## config.mk

```make
export PLATFORM = sky130hd
export DESIGN_NAME = pss_config_regs
export DESIGN_NICKNAME = d
export VERILOG_FILES = /design/src/design/pss_pkg.sv /design/src/design/pss_config_regs.sv /design/src/design/pss_reg_bank.sv
export VERILOG_INCLUDE_DIRS = /design/src /design/src/design
export SDC_FILE = /design/constraint.sdc
export NUM_CORES = 1
export LEC_CHECK = 0
export BUFFER_PORTS_ARGS = -buffer_cell sky130_fd_sc_hd__buf_4
export CAP_MARGIN = 10
export CORE_MARGIN = 5
export CORE_UTILIZATION = 53
export DETAILED_ROUTE_END_ITERATION = 7
export PLACE_DENSITY_LB_ADDON = 0.15
export SKIP_LAST_GASP = 1
export SLEW_MARGIN = 30
export SYNTH_ARGS = -nofsm -noshare
export SYNTH_HDL_FRONTEND = slang
export SYNTH_SLANG_ARGS = --single-unit
```

## constraint.sdc

```tcl
create_clock -name clk_i -period 3.4 [get_ports clk_i]
set_input_delay 0 -clock clk_i [delete_from_list [all_inputs] [get_ports clk_i]]
set_output_delay 0 -clock clk_i [all_outputs]
set_load 0.05 [all_outputs]
```

## src/design/pss_regs.svh

```systemverilog
// Function
// RULE1 - The first configuration register sits at 0xd8 and reads 0x84 after reset.
// RULE2 - The second configuration register sits at 0xd9 and reads 0x2c after reset.
// RULE3 - The input overvoltage threshold register at 0xda is one 8-bit read/write field that resets to 0xff.
// RULE4 - Bit 7 of the first register picks feedback divide-by-ten (0) or divide-by-twenty (1), reset 1.
// RULE5 - Bit 6 of the first register enables cable drop compensation when 1, reset 0.
// RULE6 - Bits 5:4 of the first register pick compensation gain 0.250V, 0.500V, 1.000V or 2.000V, reset 0.
// RULE7 - Bits 3:2 of the first register set aux driver sequencing: active while off, while on, forced on, forced off; reset 1.
// RULE8 - Bits 1:0 of the first register pick aux driver supply: open drain, output, bias, charge pump; reset 0.
// RULE9 - Bits 7:6 of the second register always read zero and writes to them are dropped.
// RULE10 - Bit 5 of the second register, reset 1, forces the current-set pin to bus mode and disables the current-limit DAC.
// RULE11 - Bits 4:0 of the second register set the lower window in 2.50% steps, 0 disables, 0x14 means 50.5%, reset 0xc.
// RULE12 - The overvoltage code maps 0 to 4.75V plus 0.125V per code up to 0x3f and sets both protection and regulation threshold.
// RULE13 - Each register is accessed as a whole byte over the serial port and writes reach the outputs at once.
`ifndef PSS_REGS_SVH
`define PSS_REGS_SVH

`define PSS_ADDR_FB_AUX 8'hd8
`define PSS_ADDR_PIN_WIN 8'hd9
`define PSS_ADDR_OVP 8'hda

`define PSS_RST_FB_AUX 8'h84
`define PSS_RST_PIN_WIN 8'h2c
`define PSS_RST_OVP 8'hff

`define PSS_PIN_WIN_WMASK 8'h3f

`define PSS_FB_DIV_LO 5'h0a
`define PSS_FB_DIV_HI 5'h14
`define PSS_CDC_BASE_MV 12'h0fa
`define PSS_WIN_STEP 10'h019
`define PSS_WIN_ODD_CODE 5'h14
`define PSS_WIN_ODD_TENTHS 10'h1f9
`define PSS_OVP_BASE_MV 14'h128e
`define PSS_OVP_STEP_MV 14'h007d
`define PSS_OVP_LIN_MAX 8'h3f

`define PSS_SEQ_OFF_ACTIVE 2'h0
`define PSS_SEQ_ON_ACTIVE 2'h1
`define PSS_SEQ_FORCE_ON 2'h2
`define PSS_SUP_OPEN_DRAIN 2'h0

`endif

```

## src/design/pss_pkg.sv

```systemverilog
package pss_pkg;

    typedef struct packed {
        logic feedback_divider_select;
        logic cable_drop_comp_enable;
        logic [1:0] cable_drop_comp_gain;
        logic [1:0] aux_driver_sequencing;
        logic [1:0] aux_driver_supply_select;
        logic current_set_pin_force;
        logic [4:0] window_low_code;
        logic [7:0] input_ovp_threshold_code;
    } pss_cfg_t;

    typedef enum logic [3:0] {
        ST_IDLE,
        ST_ADDR,
        ST_ADDR_ACK,
        ST_PTR,
        ST_PTR_ACK,
        ST_WDATA,
        ST_WDATA_ACK,
        ST_RDATA,
        ST_RDATA_ACK
    } pss_state_t;

endpackage

```

## src/design/pss_config_regs.sv

```systemverilog
`timescale 1ns/1ps
`include "pss_regs.svh"

module pss_config_regs
    import pss_pkg::*;
#(
    // bus address value is arbitrary
    parameter logic [6:0] DEV_ADDR = 7'h2a
)
(
    input wire logic clk_i,
    input wire logic sys_rst_i,
    input wire logic scl_i,
    input wire logic sda_i,
    output logic sda_o,
    output logic sda_oe_n_o,
    input wire logic converter_on_i,
    output pss_cfg_t cfg_o,
    output logic [4:0] fb_divide_ratio_o,
    output logic [11:0] cable_drop_comp_gain_mv_o,
    output logic aux_driver_active_o,
    output logic aux_driver_open_drain_o,
    output logic current_limit_dac_disable_o,
    output logic [9:0] window_low_tenths_o,
    output logic [13:0] ovp_thresh_mv_o,
    output logic ovp_thresh_valid_o
);

////////////////////////////////////////////////////////////////////////////
// pin synchronisers

    logic scl_s1_q;
    logic scl_s2_q;
    logic scl_s3_q;
    logic sda_s1_q;
    logic sda_s2_q;
    logic sda_s3_q;

    always_ff @(posedge clk_i or posedge sys_rst_i) begin
        if (sys_rst_i) begin
            scl_s1_q <= 1'b1;
            scl_s2_q <= 1'b1;
            scl_s3_q <= 1'b1;
            sda_s1_q <= 1'b1;
            sda_s2_q <= 1'b1;
            sda_s3_q <= 1'b1;
        end else begin
            scl_s1_q <= scl_i;
            scl_s2_q <= scl_s1_q;
            scl_s3_q <= scl_s2_q;
            sda_s1_q <= sda_i;
            sda_s2_q <= sda_s1_q;
            sda_s3_q <= sda_s2_q;
        end
    end

    wire scl_rise = scl_s2_q & ~scl_s3_q;
    wire scl_fall = ~scl_s2_q & scl_s3_q;
    wire scl_high = scl_s2_q & scl_s3_q;
    wire start_det = scl_high & sda_s3_q & ~sda_s2_q;
    wire stop_det = scl_high & ~sda_s3_q & sda_s2_q;

////////////////////////////////////////////////////////////////////////////
// serial register port

    pss_state_t st_q;
    pss_state_t st_d;
    logic [7:0] shift_q;
    logic [7:0] shift_d;
    logic [3:0] cnt_q;
    logic [3:0] cnt_d;
    logic [7:0] ptr_q;
    logic [7:0] ptr_d;
    logic rw_q;
    logic rw_d;
    logic nack_q;
    logic nack_d;
    logic oe_n_q;
    logic oe_n_d;
    logic sda_q;
    logic wr_en;
    logic [7:0] rdata;

    wire byte_in = cnt_q == 4'h8;
    wire addr_match = shift_q[7:1] == DEV_ADDR;
    wire [7:0] ptr_inc = ptr_q + 8'h01;

    always_comb begin
        st_d = st_q;
        shift_d = shift_q;
        cnt_d = cnt_q;
        ptr_d = ptr_q;
        rw_d = rw_q;
        nack_d = nack_q;
        oe_n_d = oe_n_q;
        wr_en = 1'b0;
        if (start_det) begin
            // repeated start keeps the pointer for a following read
            st_d = ST_ADDR;
            cnt_d = 4'h0;
            oe_n_d = 1'b1;
        end else if (stop_det) begin
            st_d = ST_IDLE;
            oe_n_d = 1'b1;
        end else begin
            case (st_q)
                ST_ADDR, ST_PTR, ST_WDATA: begin
                    if (scl_rise && !byte_in) begin
                        shift_d = {shift_q[6:0], sda_s2_q};
                        cnt_d = cnt_q + 4'h1;
                    end else if (scl_fall && byte_in) begin
                        cnt_d = 4'h0;
                        oe_n_d = 1'b0;
                        if (st_q == ST_ADDR) begin
                            if (addr_match) begin
                                rw_d = shift_q[0];
                                st_d = ST_ADDR_ACK;
                            end else begin
                                // not our address: stay off the wire
                                oe_n_d = 1'b1;
                                st_d = ST_IDLE;
                            end
                        end else if (st_q == ST_PTR) begin
                            ptr_d = shift_q;
                            st_d = ST_PTR_ACK;
                        end else begin
                            wr_en = 1'b1; // RULE13
                            ptr_d = ptr_inc;
                            st_d = ST_WDATA_ACK;
                        end
                    end
                end
                ST_ADDR_ACK: begin
                    if (scl_fall) begin
                        if (rw_q) begin
                            shift_d = rdata; // RULE13
                            ptr_d = ptr_inc;
                            oe_n_d = rdata[7];
                            st_d = ST_RDATA;
                        end else begin
                            oe_n_d = 1'b1;
                            st_d = ST_PTR;
                        end
                    end
                end
                ST_PTR_ACK, ST_WDATA_ACK: begin
                    if (scl_fall) begin
                        oe_n_d = 1'b1;
                        st_d = ST_WDATA;
                    end
                end
                ST_RDATA: begin
                    if (scl_fall) begin
                        if (cnt_q == 4'h7) begin
                            cnt_d = 4'h0;
                            oe_n_d = 1'b1;
                            st_d = ST_RDATA_ACK;
                        end else begin
                            shift_d = {shift_q[6:0], 1'b0};
                            oe_n_d = shift_q[6];
                            cnt_d = cnt_q + 4'h1;
                        end
                    end
                end
                ST_RDATA_ACK: begin
                    if (scl_rise) begin
                        nack_d = sda_s2_q;
                    end else if (scl_fall) begin
                        if (nack_q) begin
                            st_d = ST_IDLE;
                        end else begin
                            shift_d = rdata;
                            ptr_d = ptr_inc;
                            oe_n_d = rdata[7];
                            st_d = ST_RDATA;
                        end
                    end
                end
                ST_IDLE: begin
                    oe_n_d = 1'b1;
                end
                default: begin
                    oe_n_d = 1'b1;
                    st_d = ST_IDLE;
                end
            endcase
        end
    end

    always_ff @(posedge clk_i or posedge sys_rst_i) begin
        if (sys_rst_i) begin
            st_q <= ST_IDLE;
            shift_q <= 8'h00;
            cnt_q <= 4'h0;
            ptr_q <= 8'h00;
            rw_q <= 1'b0;
            nack_q <= 1'b1;
            oe_n_q <= 1'b1;
            sda_q <= 1'b0;
        end else begin
            st_q <= st_d;
            shift_q <= shift_d;
            cnt_q <= cnt_d;
            ptr_q <= ptr_d;
            rw_q <= rw_d;
            nack_q <= nack_d;
            oe_n_q <= oe_n_d;
            sda_q <= 1'b0;
        end
    end

    // open drain: only ever pulls low, a one is a released line
    assign sda_o = sda_q;
    assign sda_oe_n_o = oe_n_q;

////////////////////////////////////////////////////////////////////////////
// register bank

    pss_cfg_t cfg;

    pss_reg_bank u_bank (
        .clk_i(clk_i),
        .sys_rst_i(sys_rst_i),
        .wr_en_i(wr_en),
        .addr_i(ptr_q),
        .wdata_i(shift_q),
        .rdata_o(rdata),
        .cfg_o(cfg)
    );

    assign cfg_o = cfg;

////////////////////////////////////////////////////////////////////////////
// decoded configuration

    logic [4:0] fb_ratio_q;
    logic [11:0] cdc_mv_q;
    logic aux_act_q;
    logic aux_od_q;
    logic dac_dis_q;
    logic [9:0] win_q;
    logic [13:0] ovp_mv_q;
    logic ovp_ok_q;

    wire [4:0] fb_ratio_d = cfg.feedback_divider_select ?
                            `PSS_FB_DIV_HI : `PSS_FB_DIV_LO; // RULE4
    wire [11:0] cdc_mv_d = `PSS_CDC_BASE_MV <<
                           cfg.cable_drop_comp_gain; // RULE6

    // aux driver follows the converter only in the two tracking codes
    wire [1:0] seq = cfg.aux_driver_sequencing;
    wire aux_act_d = (seq == `PSS_SEQ_OFF_ACTIVE) ? ~converter_on_i :
                     (seq == `PSS_SEQ_ON_ACTIVE) ? converter_on_i :
                     (seq == `PSS_SEQ_FORCE_ON); // RULE7
    wire aux_od_d = cfg.aux_driver_supply_select ==
                    `PSS_SUP_OPEN_DRAIN; // RULE8

    // 0x14 breaks the 2.5% ladder, so it is caught by itself
    wire [4:0] win_code = cfg.window_low_code;
    wire [9:0] win_d = (win_code == `PSS_WIN_ODD_CODE) ?
                       `PSS_WIN_ODD_TENTHS :
                       10'(win_code) * `PSS_WIN_STEP; // RULE11

    // codes above the linear range are flagged and decoded from their low six bits only
    wire [7:0] ovp_code = cfg.input_ovp_threshold_code;
    wire ovp_ok_d = ovp_code <= `PSS_OVP_LIN_MAX;
    wire [13:0] ovp_mv_d = `PSS_OVP_BASE_MV +
                           14'(ovp_code[5:0]) * `PSS_OVP_STEP_MV; // RULE12

    always_ff @(posedge clk_i or posedge sys_rst_i) begin
        if (sys_rst_i) begin
            fb_ratio_q <= `PSS_FB_DIV_HI;
            cdc_mv_q <= 12'h000;
            aux_act_q <= 1'b0;
            aux_od_q <= 1'b1;
            dac_dis_q <= 1'b1;
            win_q <= 10'h000;
            ovp_mv_q <= `PSS_OVP_BASE_MV;
            ovp_ok_q <= 1'b0;
        end else begin
            fb_ratio_q <= fb_ratio_d;
            cdc_mv_q <= cable_drop_gate(cdc_mv_d);
            aux_act_q <= aux_act_d;
            aux_od_q <= aux_od_d;
            dac_dis_q <= cfg.current_set_pin_force; // RULE10
            win_q <= win_d;
            ovp_mv_q <= ovp_mv_d;
            ovp_ok_q <= ovp_ok_d;
        end
    end

    // gain reads zero while compensation is switched off
    function automatic logic [11:0] cable_drop_gate(input logic [11:0] mv);
        cable_drop_gate = cfg.cable_drop_comp_enable ? mv : 12'h000; // RULE5
    endfunction

    assign fb_divide_ratio_o = fb_ratio_q;
    assign cable_drop_comp_gain_mv_o = cdc_mv_q;
    assign aux_driver_active_o = aux_act_q;
    assign aux_driver_open_drain_o = aux_od_q;
    assign current_limit_dac_disable_o = dac_dis_q;
    assign window_low_tenths_o = win_q;
    assign ovp_thresh_mv_o = ovp_mv_q;
    assign ovp_thresh_valid_o = ovp_ok_q;

endmodule

```

## src/design/pss_reg_bank.sv

```systemverilog
`timescale 1ns/1ps
`include "pss_regs.svh"

module pss_reg_bank
    import pss_pkg::*;
(
    input wire logic clk_i,
    input wire logic sys_rst_i,
    input wire logic wr_en_i,
    input wire logic [7:0] addr_i,
    input wire logic [7:0] wdata_i,
    output logic [7:0] rdata_o,
    output pss_cfg_t cfg_o
);

    logic [7:0] fb_aux_q;
    logic [7:0] pin_win_q;
    logic [7:0] ovp_q;
    logic [7:0] rdata_q;
    logic [7:0] rdata_d;

    wire sel_fb_aux = addr_i == `PSS_ADDR_FB_AUX;
    wire sel_pin_win = addr_i == `PSS_ADDR_PIN_WIN;
    wire sel_ovp = addr_i == `PSS_ADDR_OVP;

    // unmapped pointers read as zero
    assign rdata_d = sel_fb_aux ? fb_aux_q :
                     sel_pin_win ? (pin_win_q & `PSS_PIN_WIN_WMASK) :
                     sel_ovp ? ovp_q : 8'h00; // RULE9

    always_ff @(posedge clk_i or posedge sys_rst_i) begin
        if (sys_rst_i) begin
            fb_aux_q <= `PSS_RST_FB_AUX; // RULE1
            pin_win_q <= `PSS_RST_PIN_WIN; // RULE2
            ovp_q <= `PSS_RST_OVP; // RULE3
            rdata_q <= 8'h00;
        end else begin
            if (wr_en_i && sel_fb_aux) begin
                fb_aux_q <= wdata_i; // RULE13
            end
            if (wr_en_i && sel_pin_win) begin
                pin_win_q <= wdata_i & `PSS_PIN_WIN_WMASK; // RULE9
            end
            if (wr_en_i && sel_ovp) begin
                ovp_q <= wdata_i; // RULE3
            end
            rdata_q <= rdata_d;
        end
    end

    assign rdata_o = rdata_q;
    assign cfg_o.feedback_divider_select = fb_aux_q[7]; // RULE4
    assign cfg_o.cable_drop_comp_enable = fb_aux_q[6]; // RULE5
    assign cfg_o.cable_drop_comp_gain = fb_aux_q[5:4]; // RULE6
    assign cfg_o.aux_driver_sequencing = fb_aux_q[3:2]; // RULE7
    assign cfg_o.aux_driver_supply_select = fb_aux_q[1:0]; // RULE8
    assign cfg_o.current_set_pin_force = pin_win_q[5]; // RULE10
    assign cfg_o.window_low_code = pin_win_q[4:0]; // RULE11
    assign cfg_o.input_ovp_threshold_code = ovp_q; // RULE12

endmodule

```

# Word-level counts from Yosys, hierarchy flattened
# Cells that the tools add are included.
[classes] n_reduce_logical=21 n_eq_ne=41 bitwise=15 mul=2 shift=1 muxes=72 n_lt_le_gt_ge=1 n_addsub=3
[ops] operator="$mux W8" count=20
[ops] operator="$mux W4" count=17
[ops] operator="$ne A4 B4 Y1 const B" count=10
[ops] operator="$pmux W8 S4" count=1
[ops] operator="$eq A8 B8 Y1 const B" count=3
[ops] operator="$ne A2 B2 Y1 const B" count=12
[ops] operator="$pmux W4 S6" count=1
[ops] operator="$pmux W8 S3" count=1
[ops] operator="$mux W1" count=23
[ops] operator="$reduce_and A11 Y1" count=2
[ops] operator="$eq A4 B3 Y1 const B" count=5
[ops] operator="$add A13 B13 Y14 const A" count=1
[ops] operator="$mul A6 B7 Y13 const B" count=1
[ops] operator="$mux W12" count=1
[ops] operator="$shl A8 B2 Y12 const A" count=1
[ops] operator="$mul A5 B5 Y10 const B" count=1
[ops] operator="$mux W10" count=1
[ops] operator="$reduce_and A9 Y1" count=1
[ops] operator="$add A8 B1 Y8 const B" count=1
[ops] operator="$eq A4 B2 Y1 const B" count=2
[ops] operator="$eq A4 B4 Y1 const B" count=2
[ops] operator="$le A8 B6 Y1 const B" count=1
[ops] operator="$not A1 Y1" count=8
[ops] operator="$pmux W4 S2" count=1
[ops] operator="23 further kinds" count=39
[totals] elab_cells=181 regBits=108 input_bits=5 out_inout_bits=69

# Depth between registers and ports, before layout
[depth] word_depth=9 ltp_mapped=14 ltp_nobuf=14

# Modules after synthesis
# From an unflattened synthesis, not the netlist that was laid out.
[hier_totals] cells_unflattened=550 hier_area_um2=6182.2
[by_module_without_submodules] module="pss_config_regs" cells_each=461 n_inst=1 seq_area_each_um2=1823.0 area_per_inst_um2=4868.4
[by_module_without_submodules] module="pss_reg_bank" cells_each=89 n_inst=1 seq_area_each_um2=767.0 area_per_inst_um2=1313.8

# Worst setup path before layout
# OpenSTA, ideal clock, no wires.
[synth_timing] kind="reg2reg" start="reg u_bank.ovp_q[1]" end="reg ovp_mv_q[11] (netlist: ovp_thresh_mv_o[11])" arrival_ns=3.815 n_path_buf=0 t_required_ns=3.272 path_slack_ns=-0.542 path_stages_with_launch=13 period_less_slack_ns=3.942 setup_ns=0.128 cell_sequence="dfstp_2 > inv_1 > fa_1 > fa_1 > fa_1 > inv_1 > ha_1 > ha_1 > o21a_1 > o31a_1 > o21ai_0 > a21oi_1 > xor2_1"
[synth_between] elab_chain_len=2
[synth_lines] element="start: declaration" line_no="pss_reg_bank.sv:18" text="logic [7:0] ovp_q;"
[synth_lines] element="start signal: assignment" line_no="pss_reg_bank.sv:35" text="ovp_q <= `PSS_RST_OVP;"
[synth_lines] element="start signal: assignment" line_no="pss_reg_bank.sv:45" text="ovp_q <= wdata_i;"
[synth_lines] element="$mul A6 B7 Y13 (no line)"
[synth_lines] element="$add A13 B13 Y14 (no line)"
[synth_lines] element="via ovp_mv_d[11]" line_no="pss_config_regs.sv:267" text="wire [13:0] ovp_mv_d = `PSS_OVP_BASE_MV +"
[synth_lines] element="end signal: assignment" line_no="pss_config_regs.sv:278" text="ovp_mv_q <= `PSS_OVP_BASE_MV;"
[synth_lines] element="end signal: assignment" line_no="pss_config_regs.sv:287" text="ovp_mv_q <= ovp_mv_d;"
[synth_lines] element="end: declaration" line_no="pss_config_regs.sv:242" text="logic [13:0] ovp_mv_q;"
# The timed path passes the listed nets, and every way through them passes these cells.
# A chain may end at the register's enable or synchronous reset.

# Worst setup path in the final report
[layout_timing] start="reg u_bank.ovp_q[2]" end="reg ovp_mv_q[11] (netlist: ovp_thresh_mv_o[11])"
# Same word-level chain as after synthesis.

==> flow_summary.toml <==
[pwr]
power_density_nw_per_um2 = 495
leakage_nw = 3.71
ir_drop_mv = 0.396

[grt]
grt_start_max_net_pins = 78
grt-ovfl-total = 0
grt_pass1_wl_mm = 22.9
antenna_found_initial = 0
track_usage = 0.213
grt_pass1_vias = 4604

[yosys]
synth_seq_cells = 102
synthesis.instances = 579
ys_async_sr_fraction = 1.00
synth_ff_type = "dfrtp_1"
synth_top_area_cell = "dfrtp_1"
yosysTopAreaCellShare = 0.297
synth_edf_count = 0
synth.distinct_cells = 67
synth.area.top_cells = "dfrtp_1, dfstp_2, ha_1"
ys_warn_count = 0
postSynthAreaPerCell_sq_um = 10.5
syn_area_sq_um = 6060
ys_seq_area_frac = 0.427

[worst_setup_path]
cp_cell_sequence = "inv_4, fa_2, buf_4, inv_1, ha_4, fa_1, ha_4, ha_4, nor2b_2, o31a_1, o21ai_2, a21oi_2, xor2_1"
crit_path_start_kind = "register"
required_ns = 3.62
critical-path-max-stage-delay_ns = 0.64
crit_arrival_ns = 3.91
critPathSlowestCell = "dfstp_4"
cpMostUsedCell = "ha_4"
worstSetupStartpoint = "u_bank.ovp_q[2]"
endpoint_kind = "register"
crit_type = "register to register"
reg2reg_to = "ovp_thresh_mv_o[11]"
r2r_slack_ns = -0.28
cp_max_fo = 3
reg2reg_depth = 13
rr_startpoint = "u_bank.ovp_q[2]"

[worst_hold_path]
holdCritPathClass = "input pin to asynchronous set/reset pin"

[cts]
insertion_delay_ns = 0.34
path_clk_slew_ns = 0.07
htreeDepth = 3
cts_tree = "yes"
clock-sinks = 102
cts_max_path_buffers = 2
root_buffer = "clkbuf_16"
cts_buffers = 9

[routing]
dr.first_iter.drc_count = 272
firstDrtPassIters = 5
finalWirelength_mm = 14.0
drc = 0
routed_via_density = 5.55
vias = 4590
wl_per_cell_um = 16.9
ant_nets = 0

[sta]
finalMaxSlewViolations = 0
worst_hold_slack_ns = 0.316
tightest_slew_ns = 0.822
rsz0062_at_grt = "yes"
setup_ws_ns = -0.283
period_needed_ns = 3.68
fmaxAchievable_ghz = 0.272
slew_headroom = 0.448
hold_violations = 0
final-setup-viol-count = 7
min_period_over_period = 1.08
fin_worst_skew_ns = 0.00893

[finish]
final_layout_size_suffix_gt1_frac = 0.316
antenna_cells = 0
n_fill_cell = 915
area_delta_synth_final_pct = 22.2
final_nets = 755
final-seq-area_sq_um = 2610
final_cells = 827
multi_input_area_sq_um = 3280

[outcome]
status = "finished with violations"
violations = "setup timing"

[floorplan]
rows = 39
initial_core_util = 0.535
core_area_sq_um = 11300
die_y_um = 117
dieArea_sq_um = 13700
io_pins = 74
die_w_um = 117

[place]
port_buffers = 69
dp_cells = 798
dp_hpwl_mm = 10.0
globalplace.congestion = 0.870

[job]
cap_violations = 0
Yosys cell counts, types with 4 or more instances:
cell type / n
nor2b_1: 12
buf_2: 4
a222oi_1: 4
nor2_1: 21
nand2_1: 66
and3_1: 5
xnor2_1: 7
nand2b_1: 8
o21a_1: 5
mux2_2: 22
nor3_1: 7
or3_1: 4
and2_1: 9
dfrtp_1: 72
ha_1: 56
a21oi_2: 4
a21oi_1: 30
xor2_1: 10
buf_4: 10
nand3_1: 13
dfstp_2: 30
a21o_1: 6
clkbuf_1: 8
inv_1: 48
fa_1: 15
nand4_1: 5
o31ai_1: 4
nor3b_1: 5
o21ai_0: 32
through the flow:
| step | cell area, sq um | setup WS, ns | setup TNS (ns) | utilization | power (W) |
|---|---|---|---|---|---|
| after detailed placement | 6930 | -0.318 | -1.09 | 0.612 | 0.00259 |
| after CTS | 7340 | -0.245 | -1.26 | 0.649 | 0.00367 |
| after global placement | 6930 | -0.181 | -0.676 | 0.612 | 0.00256 |
| after global routing | 7400 | -0.379 | -2.05 | 0.654 | 0.00387 |
| after floorplan | 6170 | -0.177 | -0.684 | - | 0.00237 |
| final | 7400 | -0.283 | -1.32 | 0.654 | 0.00367 |
worst max-delay path by stage:
| stage | to | slack (ns) |
|---|---|---|
| 6_report | ovp_thresh_mv_o[11] | -0.28 |
| 5_1_grt | ovp_thresh_mv_o[11] | -0.38 |
| 4_1_cts | ovp_thresh_mv_o[13] | -0.24 |
| 3_3_place_gp | ovp_thresh_mv_o[11] | -0.18 |
| 2_1_floorplan | ovp_thresh_mv_o[11] | -0.18 |
| 3_5_place_dp | ovp_thresh_mv_o[11] | -0.32 |
worst max-delay path, delay by kind of cell, from the launching register on:
| family | cells | cell delay (ns) |
|---|---|---|
| DFF | 1 | 0.64 |
| adders and majority gates | 5 | 1.82 |
| AOI/OAI and AO/OA | 3 | 0.55 |
| buffers and inverters | 3 | 0.25 |
| xor gates and xnor gates | 1 | 0.14 |
| and+or+nand+nor | 1 | 0.16 |
cell usage in the layout, fill, tap and decap left out, types with 6 or more instances in the layout:
master / n
buf_4: 106
dfrtp_1: 72
nand2_1: 66
ha_1: 49
inv_1: 42
a21oi_1: 29
o21ai_0: 28
dfstp_2: 25
mux2_2: 22
nor2_1: 21
nand3_1: 13
fa_1: 13
nor2b_1: 11
xor2_1: 9
clkbuf_16: 9
and2_1: 8
nand2b_1: 8
xnor2_1: 7
nor3_1: 7
ha_4: 7
a21o_1: 6
state kept, by name, indices dropped and copies added, names as in the netlist, 6 cells and up:
name / flops
window_low_tenths_o: 10
ovp_thresh_mv_o: 14
u_bank.rdata_o: 8
cable_drop_comp_gain_mv_o: 9
ptr_q: 8
u_bank.ovp_q: 8
shift_q: 8
u_bank.pin_win_q: 6
u_bank.fb_aux_q: 8
metal layers:
layer | GRT usage | wire length [um]
met1 | 0.301 | 6220
met2 | 0.344 | 6780
met3 | 0.0339 | 771
met4 | 0.0573 | 197
met5 | 0 | 0
what timing repair did:
item                                   CTS  global route
hold buffers                             4             0
resized for setup                        5            10
setup endpoints to repair                6             7
endpoints found under the hold margin   55             0
pin swaps                                7            14
setup buffers                            6             3
area by class of cell:
class	instances	share of cell area
clock buffers	10	0.0309
repair buffers	111	0.114
inverters	48	0.0254
clock inverters	6	0.0101
multi-input cells	407	0.443
flip-flops and latches	102	0.352
well taps	143	0.0242
power breakdown:
group / leakage, nW / internal (W) / total [W] / switching (W)
combinational: 2.29 / 0.000411 / 0.000996 / 0.000585
sequential: 1.28 / 0.00134 / 0.00160 / 0.000257
clock: 0.146 / 0.000584 / 0.00107 / 0.000485
total: 3.71 / 0.00234 / 0.00367 / 0.00133
kinds of logic after synthesis:
logic type | Yosys count | share of synthesized area
muxes | 25 | 0.0460
adders and majority gates | 71 | 0.165
DFF | 102 | 0.427
xor gates and xnor gates | 17 | 0.0246
buffers and inverters | 73 | 0.0559
AOI/OAI and AO/OA | 114 | 0.125
other | 1 | 0.000619
and+or+nand+nor | 176 | 0.155
(Power assumes the default switching activity.)
